<file path="src/rtl/asirx_defs.vh">
/*
 Constants for the receive side of the primary serial port: register
 offsets, reset values, field positions, framing codes and slot layout.
 Assumes it is included by bare name from the files under rtl/.
*/
`ifndef ASIRX_DEFS_VH
`define ASIRX_DEFS_VH

// ----------------------------------------------------------------------
// Register offsets and reset values
// ----------------------------------------------------------------------
`define ASIRX_ADDR_TIMING   8'h26
`define ASIRX_ADDR_PINSEL   8'h27
`define ASIRX_ADDR_CH1      8'h28
`define ASIRX_RST_TIMING    8'h00
`define ASIRX_RST_PINSEL    8'h00
`define ASIRX_RST_CH1       8'h20
`define ASIRX_RD_UNMAPPED   8'h00

// ----------------------------------------------------------------------
// Field positions
// ----------------------------------------------------------------------
`define ASIRX_EDGE_BIT      7
`define ASIRX_INT_FS_BIT    6
`define ASIRX_INT_BCLK_BIT  5
`define ASIRX_OFFSET_MSB    4
`define ASIRX_OFFSET_LSB    0
`define ASIRX_CH1_EN_BIT    5
`define ASIRX_SLOT_MSB      4
`define ASIRX_SLOT_LSB      0
`define ASIRX_CH1_WMASK     8'h3F

// ----------------------------------------------------------------------
// Framing and slot layout
// ----------------------------------------------------------------------
`define ASIRX_FMT_TDM       2'h0
`define ASIRX_FMT_I2S       2'h1
`define ASIRX_FMT_LJ        2'h2
`define ASIRX_WORD_BITS     32
`define ASIRX_POS_W         11
`define ASIRX_POS_MAX       11'h7FF
`define ASIRX_TDM_LIMIT     11'h400
`define ASIRX_HALF_LIMIT    11'h200
`define ASIRX_LAST_BIT      5'h1F
`define ASIRX_FIFO_DEPTH    32
`define ASIRX_FIFO_AW       5

`endif

</file>
<file path="src/rtl/asirx_top.v">
/*
 Receive configuration and slot capture of the primary serial port:
 three configuration registers, bit clock edge selection, frame tracking,
 per-channel input pin steering and channel 1 word capture into a FIFO.
 Assumes a byte register port driven by the control interface logic on
 CLK, link pins asynchronous to CLK, and an internal clock generator on
 CLK for controller mode.
*/
// Overview of operation
// (RULE1) Edge bit picks default or opposite edge
// (RULE2) Controller mode may latch with internal frame sync
// (RULE3) Controller mode may latch with internal bit clock
// (RULE4) Offset delays slot 0 MSB position
// (RULE5) Offset hits TDM slot0, both half-frame slot0s
// (RULE6) Per-channel bit picks primary or secondary input
// (RULE7) Timing and pin registers reset to zero
// (RULE8) Channel 1 resets enabled, slot 0, reserved zero
// (RULE9) Channel 1 disabled ignores input, else feeds DAC
// (RULE10) Slot 0-15 left/TDM, 16-31 right/TDM
// (RULE11) Host sends MSB first, stable at sampling edge
`timescale 1ns/1ps
`default_nettype none
`include "asirx_defs.vh"

module asirx_top (
    input  wire        CLK,
    input  wire        NRST,
    input  wire [7:0]  REG_ADDR,
    input  wire [7:0]  REG_WDATA,
    input  wire        REG_WE,
    output reg  [7:0]  REG_RDATA,
    input  wire        CONTROLLER_MODE,
    input  wire        BIT_CLOCK_POLARITY,
    input  wire [1:0]  FRAME_FORMAT,
    input  wire        INT_BCLK,
    input  wire        INT_FSYNC,
    input  wire        EXT_BCLK,
    input  wire        EXT_FSYNC,
    input  wire        PRIMARY_DATA_INPUT,
    input  wire        SECONDARY_DATA_INPUT,
    output reg  [7:0]  CHAN_SERIAL_BIT,
    output reg         CHAN_BIT_STROBE,
    output wire [31:0] DAC_DATA,
    output wire        DAC_VALID,
    input  wire        DAC_READY,
    output reg         RX_OVERRUN
);

    // ------------------------------------------------------------------
    // Declarations
    // ------------------------------------------------------------------
    reg  [7:0]               rx_timing_config;
    reg  [7:0]               rx_input_pin_select;
    reg  [7:0]               rx_channel1_config;
    wire [3:0]               pins_sync;
    wire                     ext_bclk_s;
    wire                     ext_fsync_s;
    wire                     din_s;
    wire                     secondary_data_input_s;
    wire                     bclk_now;
    wire                     fsync_now;
    reg                      bclk_prev;
    reg                      fsync_prev;
    wire                     bclk_rise;
    wire                     bclk_fall;
    wire                     sample_evt;
    wire                     is_tdm;
    wire                     is_i2s;
    wire                     left_start;
    wire                     right_start;
    reg  [`ASIRX_POS_W-1:0]  pos;
    reg                      half_right;
    reg  [`ASIRX_POS_W-1:0]  cur_pos;
    reg                      cur_half;
    wire [`ASIRX_POS_W-1:0]  lead;
    wire [`ASIRX_POS_W-1:0]  rel;
    wire                     rel_ok;
    wire [4:0]               cur_slot;
    wire                     ch1_enable;
    wire [4:0]               ch1_slot;
    wire                     ch1_bit;
    wire                     ch1_hit;
    reg  [31:0]              shift;
    reg  [31:0]              pend_data;
    reg                      pend_valid;
    wire                     fifo_ready;
    wire                     word_done;
    wire                     ch1_wr;
    integer                  n;

    // Steers one channel to the primary or secondary data pin
    function pick_pin;
        input sel;
        input prim;
        input sec;
        begin
            pick_pin = sel ? sec : prim;
        end
    endfunction

    // ------------------------------------------------------------------
    // Register file
    // ------------------------------------------------------------------
    assign ch1_wr = REG_WE && (REG_ADDR == `ASIRX_ADDR_CH1);

    // Writes land the cycle after the strobe; reserved bits stay zero
    always @(posedge CLK)
    begin
        if (!NRST)
        begin
            rx_timing_config    <= `ASIRX_RST_TIMING; // RULE7
            rx_input_pin_select <= `ASIRX_RST_PINSEL; // RULE7
            rx_channel1_config  <= `ASIRX_RST_CH1;    // RULE8
        end
        else if (REG_WE)
        begin
            if (REG_ADDR == `ASIRX_ADDR_TIMING)
                rx_timing_config <= REG_WDATA;
            else if (REG_ADDR == `ASIRX_ADDR_PINSEL)
                rx_input_pin_select <= REG_WDATA;
            else if (ch1_wr)
                rx_channel1_config <= REG_WDATA & `ASIRX_CH1_WMASK; // RULE8
        end
    end

    // Registered read data, unmapped offsets answer zero
    always @(posedge CLK)
    begin
        if (!NRST)
            REG_RDATA <= `ASIRX_RD_UNMAPPED;
        else if (REG_ADDR == `ASIRX_ADDR_TIMING)
            REG_RDATA <= rx_timing_config;
        else if (REG_ADDR == `ASIRX_ADDR_PINSEL)
            REG_RDATA <= rx_input_pin_select;
        else if (REG_ADDR == `ASIRX_ADDR_CH1)
            REG_RDATA <= rx_channel1_config;
        else
            REG_RDATA <= `ASIRX_RD_UNMAPPED;
    end

    assign ch1_enable = rx_channel1_config[`ASIRX_CH1_EN_BIT];
    assign ch1_slot   = rx_channel1_config[`ASIRX_SLOT_MSB:`ASIRX_SLOT_LSB];

    // ------------------------------------------------------------------
    // Link pin synchronisers and clock source selection
    // ------------------------------------------------------------------
    asirx_sync #(
        .WIDTH (4)
    ) u_sync (
        .CLK  (CLK),
        .NRST (NRST),
        .D    ({SECONDARY_DATA_INPUT, PRIMARY_DATA_INPUT, EXT_FSYNC, EXT_BCLK}),
        .Q    (pins_sync)
    );

    assign ext_bclk_s  = pins_sync[0];
    assign ext_fsync_s = pins_sync[1];
    assign din_s       = pins_sync[2];
    assign secondary_data_input_s      = pins_sync[3];

    // Internal sources are only honoured while the device is controller
    assign bclk_now  = (CONTROLLER_MODE && rx_timing_config[`ASIRX_INT_BCLK_BIT])
                       ? INT_BCLK : ext_bclk_s; // RULE3
    assign fsync_now = (CONTROLLER_MODE && rx_timing_config[`ASIRX_INT_FS_BIT])
                       ? INT_FSYNC : ext_fsync_s; // RULE2

    always @(posedge CLK)
    begin
        if (!NRST)
            bclk_prev <= 1'b0;
        else
            bclk_prev <= bclk_now;
    end

    assign bclk_rise = bclk_now & ~bclk_prev;
    assign bclk_fall = ~bclk_now & bclk_prev;
    // Polarity picks the default edge, the edge bit flips to the other
    assign sample_evt = (BIT_CLOCK_POLARITY ^ rx_timing_config[`ASIRX_EDGE_BIT])
                        ? bclk_fall : bclk_rise; // RULE1

    // ------------------------------------------------------------------
    // Frame tracking at the sampling edge
    // ------------------------------------------------------------------
    assign is_tdm = (FRAME_FORMAT == `ASIRX_FMT_TDM);
    assign is_i2s = (FRAME_FORMAT == `ASIRX_FMT_I2S);

    // I2S starts its left half on the falling frame sync edge
    assign left_start  = is_i2s ? (fsync_prev & ~fsync_now) : (~fsync_prev & fsync_now);
    assign right_start = !is_tdm && (is_i2s ? (~fsync_prev & fsync_now)
                                            : (fsync_prev & ~fsync_now));

    // Bit position of the edge now being sampled
    always @*
    begin
        cur_pos  = pos;
        cur_half = half_right;
        if (left_start)
        begin
            cur_pos  = {`ASIRX_POS_W{1'b0}};
            cur_half = 1'b0;
        end
        else if (right_start)
        begin
            cur_pos  = {`ASIRX_POS_W{1'b0}};
            cur_half = 1'b1;
        end
        else if (pos != `ASIRX_POS_MAX)
            cur_pos = pos + 1'b1;
    end

    always @(posedge CLK)
    begin
        if (!NRST)
        begin
            fsync_prev <= 1'b0;
            pos        <= `ASIRX_POS_MAX;
            half_right <= 1'b0;
        end
        else if (sample_evt)
        begin
            fsync_prev <= fsync_now;
            pos        <= cur_pos;
            half_right <= cur_half;
        end
    end

    // I2S carries a one-bit delay; the offset adds to it in either half
    assign lead   = {{(`ASIRX_POS_W-5){1'b0}},
                     rx_timing_config[`ASIRX_OFFSET_MSB:`ASIRX_OFFSET_LSB]}
                    + {{(`ASIRX_POS_W-1){1'b0}}, is_i2s}; // RULE4 RULE5
    assign rel    = cur_pos - lead; // RULE4
    assign rel_ok = (cur_pos >= lead) && (cur_pos != `ASIRX_POS_MAX)
                    && (rel < (is_tdm ? `ASIRX_TDM_LIMIT : `ASIRX_HALF_LIMIT)); // RULE5
    // Half-frame slots land at 0-15 left, 16-31 right
    assign cur_slot = is_tdm ? rel[9:5] : {cur_half, rel[8:5]}; // RULE10

    // ------------------------------------------------------------------
    // Per-channel pin steering
    // ------------------------------------------------------------------
    // One bit per channel per sampling edge, for the downstream slot logic
    always @(posedge CLK)
    begin
        if (!NRST)
        begin
            CHAN_SERIAL_BIT <= 8'h00;
            CHAN_BIT_STROBE <= 1'b0;
        end
        else
        begin
            CHAN_BIT_STROBE <= sample_evt;
            if (sample_evt)
                for (n = 0; n < 8; n = n + 1)
                    CHAN_SERIAL_BIT[n] <= pick_pin(rx_input_pin_select[n],
                                                   din_s, secondary_data_input_s); // RULE6
        end
    end

    assign ch1_bit = pick_pin(rx_input_pin_select[0], din_s, secondary_data_input_s); // RULE6

    // ------------------------------------------------------------------
    // Channel 1 capture
    // ------------------------------------------------------------------
    // Disabled channel leaves the shifter and FIFO untouched
    assign ch1_hit   = sample_evt && ch1_enable && rel_ok && (cur_slot == ch1_slot); // RULE9
    assign word_done = ch1_hit && (rel[4:0] == `ASIRX_LAST_BIT);

    // MSB arrives first, so shift left
    always @(posedge CLK)
    begin
        if (!NRST)
            shift <= 32'h00000000;
        else if (ch1_hit)
            shift <= {shift[30:0], ch1_bit}; // RULE11
    end

    // One-word holding stage absorbs FIFO stalls; the link cannot stall,
    // so a second word arriving while one still waits is lost and flagged
    always @(posedge CLK)
    begin
        if (!NRST)
        begin
            pend_data  <= 32'h00000000;
            pend_valid <= 1'b0;
            RX_OVERRUN <= 1'b0;
        end
        else
        begin
            if (word_done && (!pend_valid || fifo_ready))
            begin
                pend_data  <= {shift[30:0], ch1_bit}; // RULE9
                pend_valid <= 1'b1;
            end
            else if (fifo_ready)
                pend_valid <= 1'b0;
            // Set wins over the clear from a channel 1 register write
            if (word_done && pend_valid && !fifo_ready)
                RX_OVERRUN <= 1'b1;
            else if (ch1_wr)
                RX_OVERRUN <= 1'b0;
        end
    end

    asirx_fifo #(
        .WIDTH (`ASIRX_WORD_BITS),
        .DEPTH (`ASIRX_FIFO_DEPTH),
        .AW    (`ASIRX_FIFO_AW)
    ) u_fifo (
        .CLK       (CLK),
        .NRST      (NRST),
        .IN_VALID  (pend_valid),
        .IN_READY  (fifo_ready),
        .IN_DATA   (pend_data),
        .OUT_VALID (DAC_VALID),
        .OUT_READY (DAC_READY),
        .OUT_DATA  (DAC_DATA)
    );

endmodule // asirx_top

`default_nettype wire

</file>
<file path="src/rtl/asirx_sync.v">
/*
 Three-stage input synchroniser for a group of pins. The held output
 changes only when the second and third stages agree.
 Assumes inputs arrive from outside the CLK domain.
*/
`timescale 1ns/1ps
`default_nettype none

module asirx_sync #(
    parameter WIDTH = 4
) (
    input  wire             CLK,
    input  wire             NRST,
    input  wire [WIDTH-1:0] D,
    output reg  [WIDTH-1:0] Q
);

    reg [WIDTH-1:0] stage1;
    reg [WIDTH-1:0] stage2;
    reg [WIDTH-1:0] stage3;
    integer         i;

    // ------------------------------------------------------------------
    // Stages and agreement filter
    // ------------------------------------------------------------------
    // Stage 1 is read by stage 2 only, to keep metastability contained
    always @(posedge CLK)
    begin
        if (!NRST)
        begin
            stage1 <= {WIDTH{1'b0}};
            stage2 <= {WIDTH{1'b0}};
            stage3 <= {WIDTH{1'b0}};
            Q      <= {WIDTH{1'b0}};
        end
        else
        begin
            stage1 <= D;
            stage2 <= stage1;
            stage3 <= stage2;
            for (i = 0; i < WIDTH; i = i + 1)
                if (stage2[i] == stage3[i])
                    Q[i] <= stage3[i];
        end
    end

endmodule // asirx_sync

`default_nettype wire

</file>
<file path="src/rtl/asirx_fifo.v">
/*
 Word FIFO between the serial capture and the DAC path, flip-flop
 storage addressed by index, valid/ready on both sides.
 Assumes a single clock and synchronous active-low reset.
*/
`timescale 1ns/1ps
`default_nettype none

module asirx_fifo #(
    parameter WIDTH = 32,
    parameter DEPTH = 32,
    parameter AW    = 5
) (
    input  wire             CLK,
    input  wire             NRST,
    input  wire             IN_VALID,
    output wire             IN_READY,
    input  wire [WIDTH-1:0] IN_DATA,
    output wire             OUT_VALID,
    input  wire             OUT_READY,
    output reg  [WIDTH-1:0] OUT_DATA
);

    reg [WIDTH-1:0] mem [0:DEPTH-1];
    reg [AW-1:0]    wr_idx;
    reg [AW-1:0]    rd_idx;
    reg [AW:0]      count;
    wire            do_wr;
    wire            do_rd;
    wire [AW-1:0]   next_rd;

    // Honest flags straight from the fill count
    assign IN_READY  = (count != DEPTH[AW:0]);
    assign OUT_VALID = (count != {(AW+1){1'b0}});
    assign do_wr     = IN_VALID & IN_READY;
    assign do_rd     = OUT_VALID & OUT_READY;
    assign next_rd   = !do_rd ? rd_idx
                     : (rd_idx == DEPTH[AW-1:0] - 1'b1) ? {AW{1'b0}} : rd_idx + 1'b1;

    // ------------------------------------------------------------------
    // Storage and pointers
    // ------------------------------------------------------------------
    always @(posedge CLK)
    begin
        if (do_wr)
            mem[wr_idx] <= IN_DATA;
    end

    always @(posedge CLK)
    begin
        if (!NRST)
        begin
            wr_idx <= {AW{1'b0}};
            rd_idx <= {AW{1'b0}};
            count  <= {(AW+1){1'b0}};
        end
        else
        begin
            if (do_wr)
                wr_idx <= (wr_idx == DEPTH[AW-1:0] - 1'b1) ? {AW{1'b0}} : wr_idx + 1'b1;
            rd_idx <= next_rd;
            if (do_wr && !do_rd)
                count <= count + 1'b1;
            else if (do_rd && !do_wr)
                count <= count - 1'b1;
        end
    end

    // Head word in a flip-flop; a write into the head slot bypasses mem
    always @(posedge CLK)
    begin
        if (!NRST)
            OUT_DATA <= {WIDTH{1'b0}};
        else if (do_wr && wr_idx == next_rd)
            OUT_DATA <= IN_DATA;
        else
            OUT_DATA <= mem[next_rd];
    end

endmodule // asirx_fifo

`default_nettype wire

</file>
<file path="config.mk">
export PLATFORM = sky130hd
export DESIGN_NAME = asirx_top
export DESIGN_NICKNAME = d
export VERILOG_FILES = /design/src/rtl/asirx_top.v /design/src/rtl/asirx_sync.v /design/src/rtl/asirx_fifo.v
export VERILOG_INCLUDE_DIRS = /design/src /design/src/rtl
export SDC_FILE = /design/constraint.sdc
export NUM_CORES = 1
export LEC_CHECK = 0
export ABC_AREA = 0
export BUFFER_PORTS_ARGS = -buffer_cell sky130_fd_sc_hd__buf_2
export CAP_MARGIN = 10
export CORE_MARGIN = 2
export CORE_UTILIZATION = 60
export CTS_BUF_LIST = sky130_fd_sc_hd__clkbuf_4
export CTS_CLUSTER_DIAMETER = 100
export DETAILED_ROUTE_END_ITERATION = 7
export PLACE_DENSITY_LB_ADDON = 0.12
export SLEW_MARGIN = 30
export SYNTH_ARGS = -nofsm -noshare
export SYNTH_HDL_FRONTEND = slang
export SYNTH_SLANG_ARGS = --single-unit
</file>
<file path="constraint.sdc">
create_clock -name CLK -period 5.9 [get_ports CLK]
set_input_delay 0.295 -clock CLK [delete_from_list [all_inputs] [get_ports CLK]]
set_output_delay 0.295 -clock CLK [all_outputs]
set_load 0.005 [all_outputs]
</file>
## Word-level counts from Yosys, hierarchy flattened

Memory sizes are Yosys's and may differ from the RTL's. A register that Yosys moved wholly into a read port is not among the register bits.
Cells that the tools add are included.

| cells by class | value |
|---|---|
| $add $sub $neg | 7 |
| order comparisons | 2 |
| eq/ne operators | 15 |
| multiplexer cells | 34 |
| bitwise gates (word level) | 13 |
| reduce and logical (&&, ||, !) cells | 30 |

Operator list:

| operator | count |
|---|---|
| 2-to-1 mux 11 bit | 4 |
| equality test 8 x 6 -> 1 bit (second input constant) | 3 |
| inequality test 11 bit (second input constant) | 2 |
| 2-to-1 mux 1 bit | 21 |
| 2-to-1 mux 5 bit | 4 |
| 2-to-1 mux 6 bit | 3 |
| 2-to-1 mux 8 bit | 2 |
| equality test 5 bit (second input constant) | 3 |
| logical AND 1 bit | 15 |
| adder 11 x 1 -> 11 bit (second input constant) | 1 |
| greater-or-equal comparator 11 x 6 -> 1 bit | 1 |
| < comparator 11 bit | 1 |
| subtractor 11 x 6 -> 11 bit | 1 |
| adder 5 x 1 -> 5 bit (second input constant) | 2 |
| adder 5 x 1 -> 6 bit | 1 |
| adder 6 x 1 -> 6 bit (second input constant) | 1 |
| AND 1 bit | 6 |
| zero test 1 bit | 6 |
| inequality test 6 bit (second input constant) | 1 |
| NOT 1 bit | 6 |
| nonzero test 2 bit | 3 |
| nonzero test 6 bit | 1 |
| subtractor 6 x 1 -> 6 bit (second input constant) | 1 |
| equality test 5 bit | 1 |
| 8 further kinds | 11 |

| storage, ports and cells | value |
|---|---|
| register bits | 150 |
| memory bits (writable) | 1024 |
| bits of input ports | 30 |
| output and inout bits | 51 |
| logic and storage cells | 126 |
| memories kept | 1 |

Memory list:

| memory | depth | bits a word | read ports | clocked after memory_dff | write ports | line | source |
|---|---|---|---|---|---|---|---|
| u_fifo.mem | 32 | 32 | 1 | 1 | 1 | asirx_fifo.v:24 | `reg [WIDTH-1:0] mem [0:DEPTH-1];` |

## Longest topological paths before layout

| logic depth | value |
|---|---|
| word-level depth | 17 |
| gate-level depth with buffers | 23 |
| mapped depth without buffers | 21 |

## By module

Synthesis repeated with hierarchy kept, for this count alone.

| unflattened totals | value |
|---|---|
| cell total of the unflattened synthesis | 3393 |
| area, all modules | 49100.8 um2 |

Modules (own cells, without submodules):

| module | instances | cells each | area each (um2) | sequential area each (um2) |
|---|---|---|---|---|
| asirx_fifo | 1 | 2737 | 43040.0 | 31710.4 |
| asirx_top | 1 | 615 | 5579.1 | 2362.3 |
| asirx_sync | 1 | 41 | 481.7 | 320.3 |

## Worst setup path before layout

OpenSTA, ideal clock, no wires.

| timing path | value |
|---|---|
| kind | reg2reg |
| start | register rx_timing_config[6] |
| end | register shift[10] |
| library setup time | 120 ps |
| arrival | 4530 ps |
| data required time | 5780 ps |
| path slack | 1250 ps |
| cell stages (with the launch flop) | 22 |
| path buffers | 2 |
| period minus slack after synthesis | 4650 ps |
| cells stage by stage | dfxtp_1 -> nand2_1 -> mux2i_4 -> mux2i_2 -> clkbuf_1 -> nor2_1 -> ha_1 -> nor2b_1 -> o31a_1 -> nor3_1 -> o21ba_2 -> o21ai_0 -> o221ai_1 -> o21ai_0 -> ha_1 -> nor2b_1 -> o311a_1 -> o2111ai_1 -> a211oi_2 -> nand4_4 -> buf_6 -> mux2i_1 |

| between the ends | value |
|---|---|
| longest elaborated chain between the ends | 13 |
| elaborated cells on any way between the ends | 22 |
| those cells by class | 1 x add/sub; 2 x order compare; 2 x eq/ne; 8 x mux; 3 x bitwise; 6 x reduce/logical |

RTL lines:

| what | line | source |
|---|---|---|
| from (decl) | asirx_top.v:52 | `reg [7:0] rx_timing_config;` |
| from (signal assigned) | asirx_top.v:111 | `` rx_timing_config <= `ASIRX_RST_TIMING; `` |
| logical AND 1 bit (*) | asirx_top.v:164 | `` assign fsync_now = (CONTROLLER_MODE && rx_timing_config[`ASIRX_INT_FS_BIT]) `` |
| 2-to-1 mux 1 bit (*) | asirx_top.v:164 |  |
| NOT 1 bit | asirx_top.v:188, asirx_top.v:190 |  |
| AND 1 bit | asirx_top.v:188, asirx_top.v:190 |  |
| 2-to-1 mux 1 bit | asirx_top.v:189 | `assign right_start = !is_tdm && (is_i2s ? (~fsync_prev & fsync_now)` |
| logical AND 1 bit | asirx_top.v:189 |  |
| 2-to-1 mux 11 bit | asirx_top.v:202 | `else if (right_start)` |
| 2-to-1 mux 11 bit (*) | asirx_top.v:197 | `if (left_start)` |
| via cur_pos[2] | asirx_top.v:73 | `` reg [`ASIRX_POS_W-1:0] cur_pos; `` |
| subtractor 11 x 6 -> 11 bit, or another cell as far along | asirx_top.v:231 | `assign rel = cur_pos - lead;` |
| < comparator 11 bit or logical AND 1 bit (tied branches) | asirx_top.v:233, asirx_top.v:232 |  |
| logical AND 1 bit | asirx_top.v:232 | `` assign rel_ok = (cur_pos >= lead) && (cur_pos != `ASIRX_POS_MAX) `` |
| logical AND 1 bit | asirx_top.v:264 | `assign ch1_hit = sample_evt && ch1_enable && rel_ok && (cur_slot == ch1_slot);` |
| logical AND 1 bit (*) | asirx_top.v:264 |  |
| to (signal assigned) | asirx_top.v:273 | `shift <= {shift[30:0], ch1_bit};` |
| to (decl) | asirx_top.v:83 | `reg [31:0] shift;` |

Mark *: on every way through the listed nets, which the timed path passes. The rest lies on a longest branch.
A chain may end at the register's enable or synchronous reset.

## Worst setup path after layout

| timing path | value |
|---|---|
| start | register rx_timing_config[6] |
| end | register pend_data[5] |

| between the ends | value |
|---|---|
| longest elaborated chain between the ends | 15 |
| elaborated cells on any way between the ends | 25 |
| those cells by class | 1 x add/sub; 2 x order compare; 3 x eq/ne; 8 x mux; 3 x bitwise; 8 x reduce/logical |

RTL lines:

| what | line | source |
|---|---|---|
| logical AND 1 bit (*) | asirx_top.v:164 |  |
| 2-to-1 mux 1 bit (*) | asirx_top.v:164 |  |
| NOT 1 bit | asirx_top.v:188, asirx_top.v:190 |  |
| AND 1 bit | asirx_top.v:188, asirx_top.v:190 |  |
| 2-to-1 mux 1 bit | asirx_top.v:189 |  |
| logical AND 1 bit | asirx_top.v:189 |  |
| 2-to-1 mux 11 bit | asirx_top.v:202 |  |
| 2-to-1 mux 11 bit (*) | asirx_top.v:197 |  |
| via cur_pos[2] | asirx_top.v:73 |  |
| subtractor 11 x 6 -> 11 bit, or another cell as far along | asirx_top.v:231 |  |
| < comparator 11 bit or logical AND 1 bit (tied branches) | asirx_top.v:233, asirx_top.v:232 |  |
| logical AND 1 bit | asirx_top.v:232 |  |
| logical AND 1 bit (2 in series) | asirx_top.v:264 |  |
| logical AND 1 bit (*) | asirx_top.v:265 | `` assign word_done = ch1_hit && (rel[4:0] == `ASIRX_LAST_BIT); `` |
| logical AND 1 bit (*) | asirx_top.v:288 | `if (word_done && (!pend_valid \|\| fifo_ready))` |
| to (signal assigned) | asirx_top.v:290 | `pend_data <= {shift[30:0], ch1_bit};` |
| to (decl) | asirx_top.v:84 | `reg [31:0] pend_data;` |

Marks and branches as above.

==> results.cfg <==
[sta]
period_minus_slack_ps = 5512
setup_slack_ps = 387.6
clock_skew_ps = 94.58
period_share_pct = 93.43
maxClockFrequency_ghz = 0.1814
maxSlewViolCount = 0
rsz0062_at_grt = no
final.setup.tns_ps = 0
worst_slew_pin_slew_ps = 1053
slew_headroom_pct = 29.82
setup_viol = 0
final_hold_viol_count = 0

[power]
internal_power_mw = 15.20
pwr_density_cell_nw_per_um2 = 421.4
p_leak_nw = 20.48
power_frac_seq_pct = 40.6
power_switching_mw = 7.757
combPwrFrac_pct = 29.4
p_clk_share_pct = 30.0
sw_frac_of_total_pct = 33.78
vdd_drop_max_v = 0.0004467
total_power_mw = 22.96

[place]
pre_cts_ws_ps = 627.9
post-place-cells = 4837
dp_hpwl_um = 67620
port_buffers = 80
gp_congestion = 0.8291
place_area_um2 = 50080

[critical_path]
critPathLaunchType = register
reg2reg_from = rx_timing_config[6]
critPathLaunch = rx_timing_config[6]
worst_ep_required_time_ps = 6840
cp.arrival_ps = 6450
worstSetupPathType = register to register
cp-end-kind = register
crit_fanout = 32

[logic_synthesis]
synth_edf_count = 1024
yosys_register_bits = 1206
ys_seq_area_share_pct = 71.03
yosysWarnings = 0
syn-mean-instance-area_um2 = 12.49
synthArstFlopShare_pct = 0
synth_ff_type = edfxtp_1
yosysUniqueCellTypes = 78
syn-instance-count = 3876
synth.net_count = 3929
synthesis.area_um2 = 48420

[routing]
drt_iter0_drc = 3923
drt_wl_total_um = 131600
drt-wirelength-per-cell_um = 24.26
drc = 0
antenna_left = 0
vias = 33568
dr.pass1.iters = 6
routed_via_density = 6.190

[clock_network]
clockRootBuffer = clkbuf_4
cts_tree = yes
insertion_delay_ps = 1150
cts.htree.levels = 5
cts.sinks = 1206
path_clk_slew_ps = 70
clock_path_buffers = 4
numCtsBuffers = 312

[global_routing]
grt_pass1_vias = 33318
use_met1_pct = 43.50
met2_usage_pct = 50.49
grt-busiest-layer = met2
grtUsageMet3_pct = 6.712
grt_pass1_wl_um = 196100
antenna_found_initial = 3
grtUsageTotal_pct = 31.91
grt_max_degree = 147
grt_overflow = 0

[die]
chipWidth_um = 288.1
coreArea_um2 = 80160
die_y_um = 288.1
rows = 104
initial_core_util_pct = 60.41
io_pins = 81
die_area_um2 = 82990

[final_layout]
nNetsFinal = 4201
fin_cells = 5423
area_growth_pct = 12.55
drive_gt1_share_pct = 16.95
final_area_um2 = 54490
seq_area_um2 = 34430
num-fill-cells = 5777
multi_input_area_um2 = 13130

[min_path]
hold_class = primary input to register
min-delay-start = FRAME_FORMAT[0]

[flow_run]
maxCapViolCount = 0

[outcome]
status = finished clean
[worst max-delay path, stage by stage (launching register included)]
cell and delay, ps:
dfxtp_1 350, nand2_1 130, mux2i_4 360, dlygate4sd3_1 690, mux2i_4 360, nor2_1 110
ha_1 350, nor2b_1 170, o31a_1 280, nor3_1 260, o21ba_2 160, o21ai_0 140
o221ai_1 240, o21ai_0 120, ha_1 210, nor2b_1 110, o311a_1 180, o2111ai_1 130
a211oi_2 410, nand4_4 170, buf_12 210, mux2i_1 150
[per-layer routing]
layer	routed length (um)	share of wire, %
met1	52250	40
met3	12960	9.8
met2	62260	47
met4	4101	3.1
met5	0	0
[worst paths after layout]
check,endpoint,slack [ps],cells after the start
max,pend_data[5],390,21
min,pos[0],80,6
max reg2reg,pend_data[5],390,21
min reg2reg,pend_data[31],400,2
[sequential cells by signal, indices dropped and copies added (netlist names), 6 cells and up]
register,count
rx_timing_config,8
rx_input_pin_select,8
CHAN_SERIAL_BIT,8
u_fifo.mem,1024
pos,11
shift,31
u_fifo.count,6
rx_channel1_config,6
u_fifo.OUT_DATA,32
pend_data,32
REG_RDATA,8
[power groups by stage]
stage / clock network [mW] / logic [mW] / registers (mW)
floorplan: 0 / 4.91 / 9.44
global placement: 0 / 6.44 / 9.50
detailed placement: 0 / 6.62 / 9.50
CTS: 6.99 / 6.68 / 9.32
global route: 7.45 / 7.38 / 9.32
finish: 6.89 / 6.75 / 9.32
[placed cells by master (no fill, tap or decap), types with 77 or more instances in the layout]
cell type | synthesis | routed
nor2_1 | 111 | 77
a31oi_1 | 165 | 165
dfxtp_1 | 182 | 153
nand2_1 | 1145 | 1144
mux2i_1 | 95 | 95
buf_2 | 84 | 79
and3_1 | 170 | 170
edfxtp_1 | 1024 | 1024
nand3_1 | 246 | 246
a32o_1 | 97 | 97
clkbuf_4 | 0 | 457
[synth_stat cells (5+ instances only)]
| master | count | share of area [%] |
|---|---|---|
| mux2_2 | 6 | 0.14 |
| a22oi_1 | 7 | 0.11 |
| buf_4 | 5 | 0.078 |
| a221oi_1 | 33 | 0.60 |
| nand2b_1 | 5 | 0.065 |
| nand3b_1 | 6 | 0.093 |
| a21oi_1 | 36 | 0.37 |
| o21ai_0 | 27 | 0.28 |
| nand2_1 | 1145 | 8.9 |
| ha_1 | 21 | 0.54 |
| and3_1 | 170 | 2.2 |
| mux2i_1 | 95 | 2.0 |
| or3_1 | 6 | 0.078 |
| nor2b_1 | 5 | 0.065 |
| xnor2_1 | 16 | 0.29 |
| buf_1 | 9 | 0.070 |
| o211ai_1 | 38 | 0.59 |
| xor2_1 | 8 | 0.14 |
| a31oi_1 | 165 | 2.1 |
| a211oi_1 | 11 | 0.17 |
| or4_1 | 6 | 0.093 |
| nand4_1 | 6 | 0.078 |
| nor4_1 | 6 | 0.078 |
| dfxtp_1 | 182 | 7.5 |
| and2_1 | 17 | 0.22 |
| a32o_1 | 97 | 2.0 |
| nor3_1 | 11 | 0.11 |
| buf_6 | 10 | 0.23 |
| buf_2 | 84 | 0.87 |
| o21ai_1 | 32 | 0.33 |
| edfxtp_1 | 1024 | 64 |
| nand3_1 | 246 | 2.5 |
| inv_1 | 10 | 0.078 |
| clkbuf_1 | 151 | 1.2 |
| nor2_1 | 111 | 0.86 |
[cells by family (layout without fill, tap and decap cells)]
| kind of cell | count (synthesis) | count (layout) | synth area share (%) |
|---|---|---|---|
| DFF | 1206 | 1206 | 71.03 |
| and+or+nand+nor | 1761 | 1761 | 15.80 |
| adders and majority gates | 25 | 25 | 0.6667 |
| other | 0 | 3 | 0 |
| AOI/OAI and AO/OA | 479 | 479 | 7.186 |
| muxes | 107 | 107 | 2.308 |
| xor gates and xnor gates | 25 | 25 | 0.4806 |
| buffers and inverters | 273 | 757 | 2.530 |
[per-stage QoR]
step | hold WS [ps] | util [%]
6_report | 78.07 | 67.99
5_1_grt | 52.82 | 67.98
4_1_cts | 2.816 | 67.88
3_5_place_dp | 422.7 | 62.48
3_3_place_gp | 416.6 | 62.42
2_1_floorplan | 411.9 | -
[timing repair]
| item | in CTS | in global routing |
|---|---|---|
| setup buffers | 0 | 0 |
| hold buffers | 55 | 0 |
| resized for setup | 0 | 1 |
| hold endpoints to repair | 99 | 0 |
| setup endpoints to repair | 0 | 27 |
[area by class of cell]
class / instances / share of cell area [%]
sequential: 1206 / 63.18
multi-input combinational: 2397 / 24.10
clock buffer: 457 / 6.296
timing repair buffer: 218 / 3.242
tap: 1060 / 2.434
clock inverter: 69 / 0.6452
inverter: 13 / 0.08954
antenna: 3 / 0.01378
Note: power is estimated with default switching activity, not from simulation.
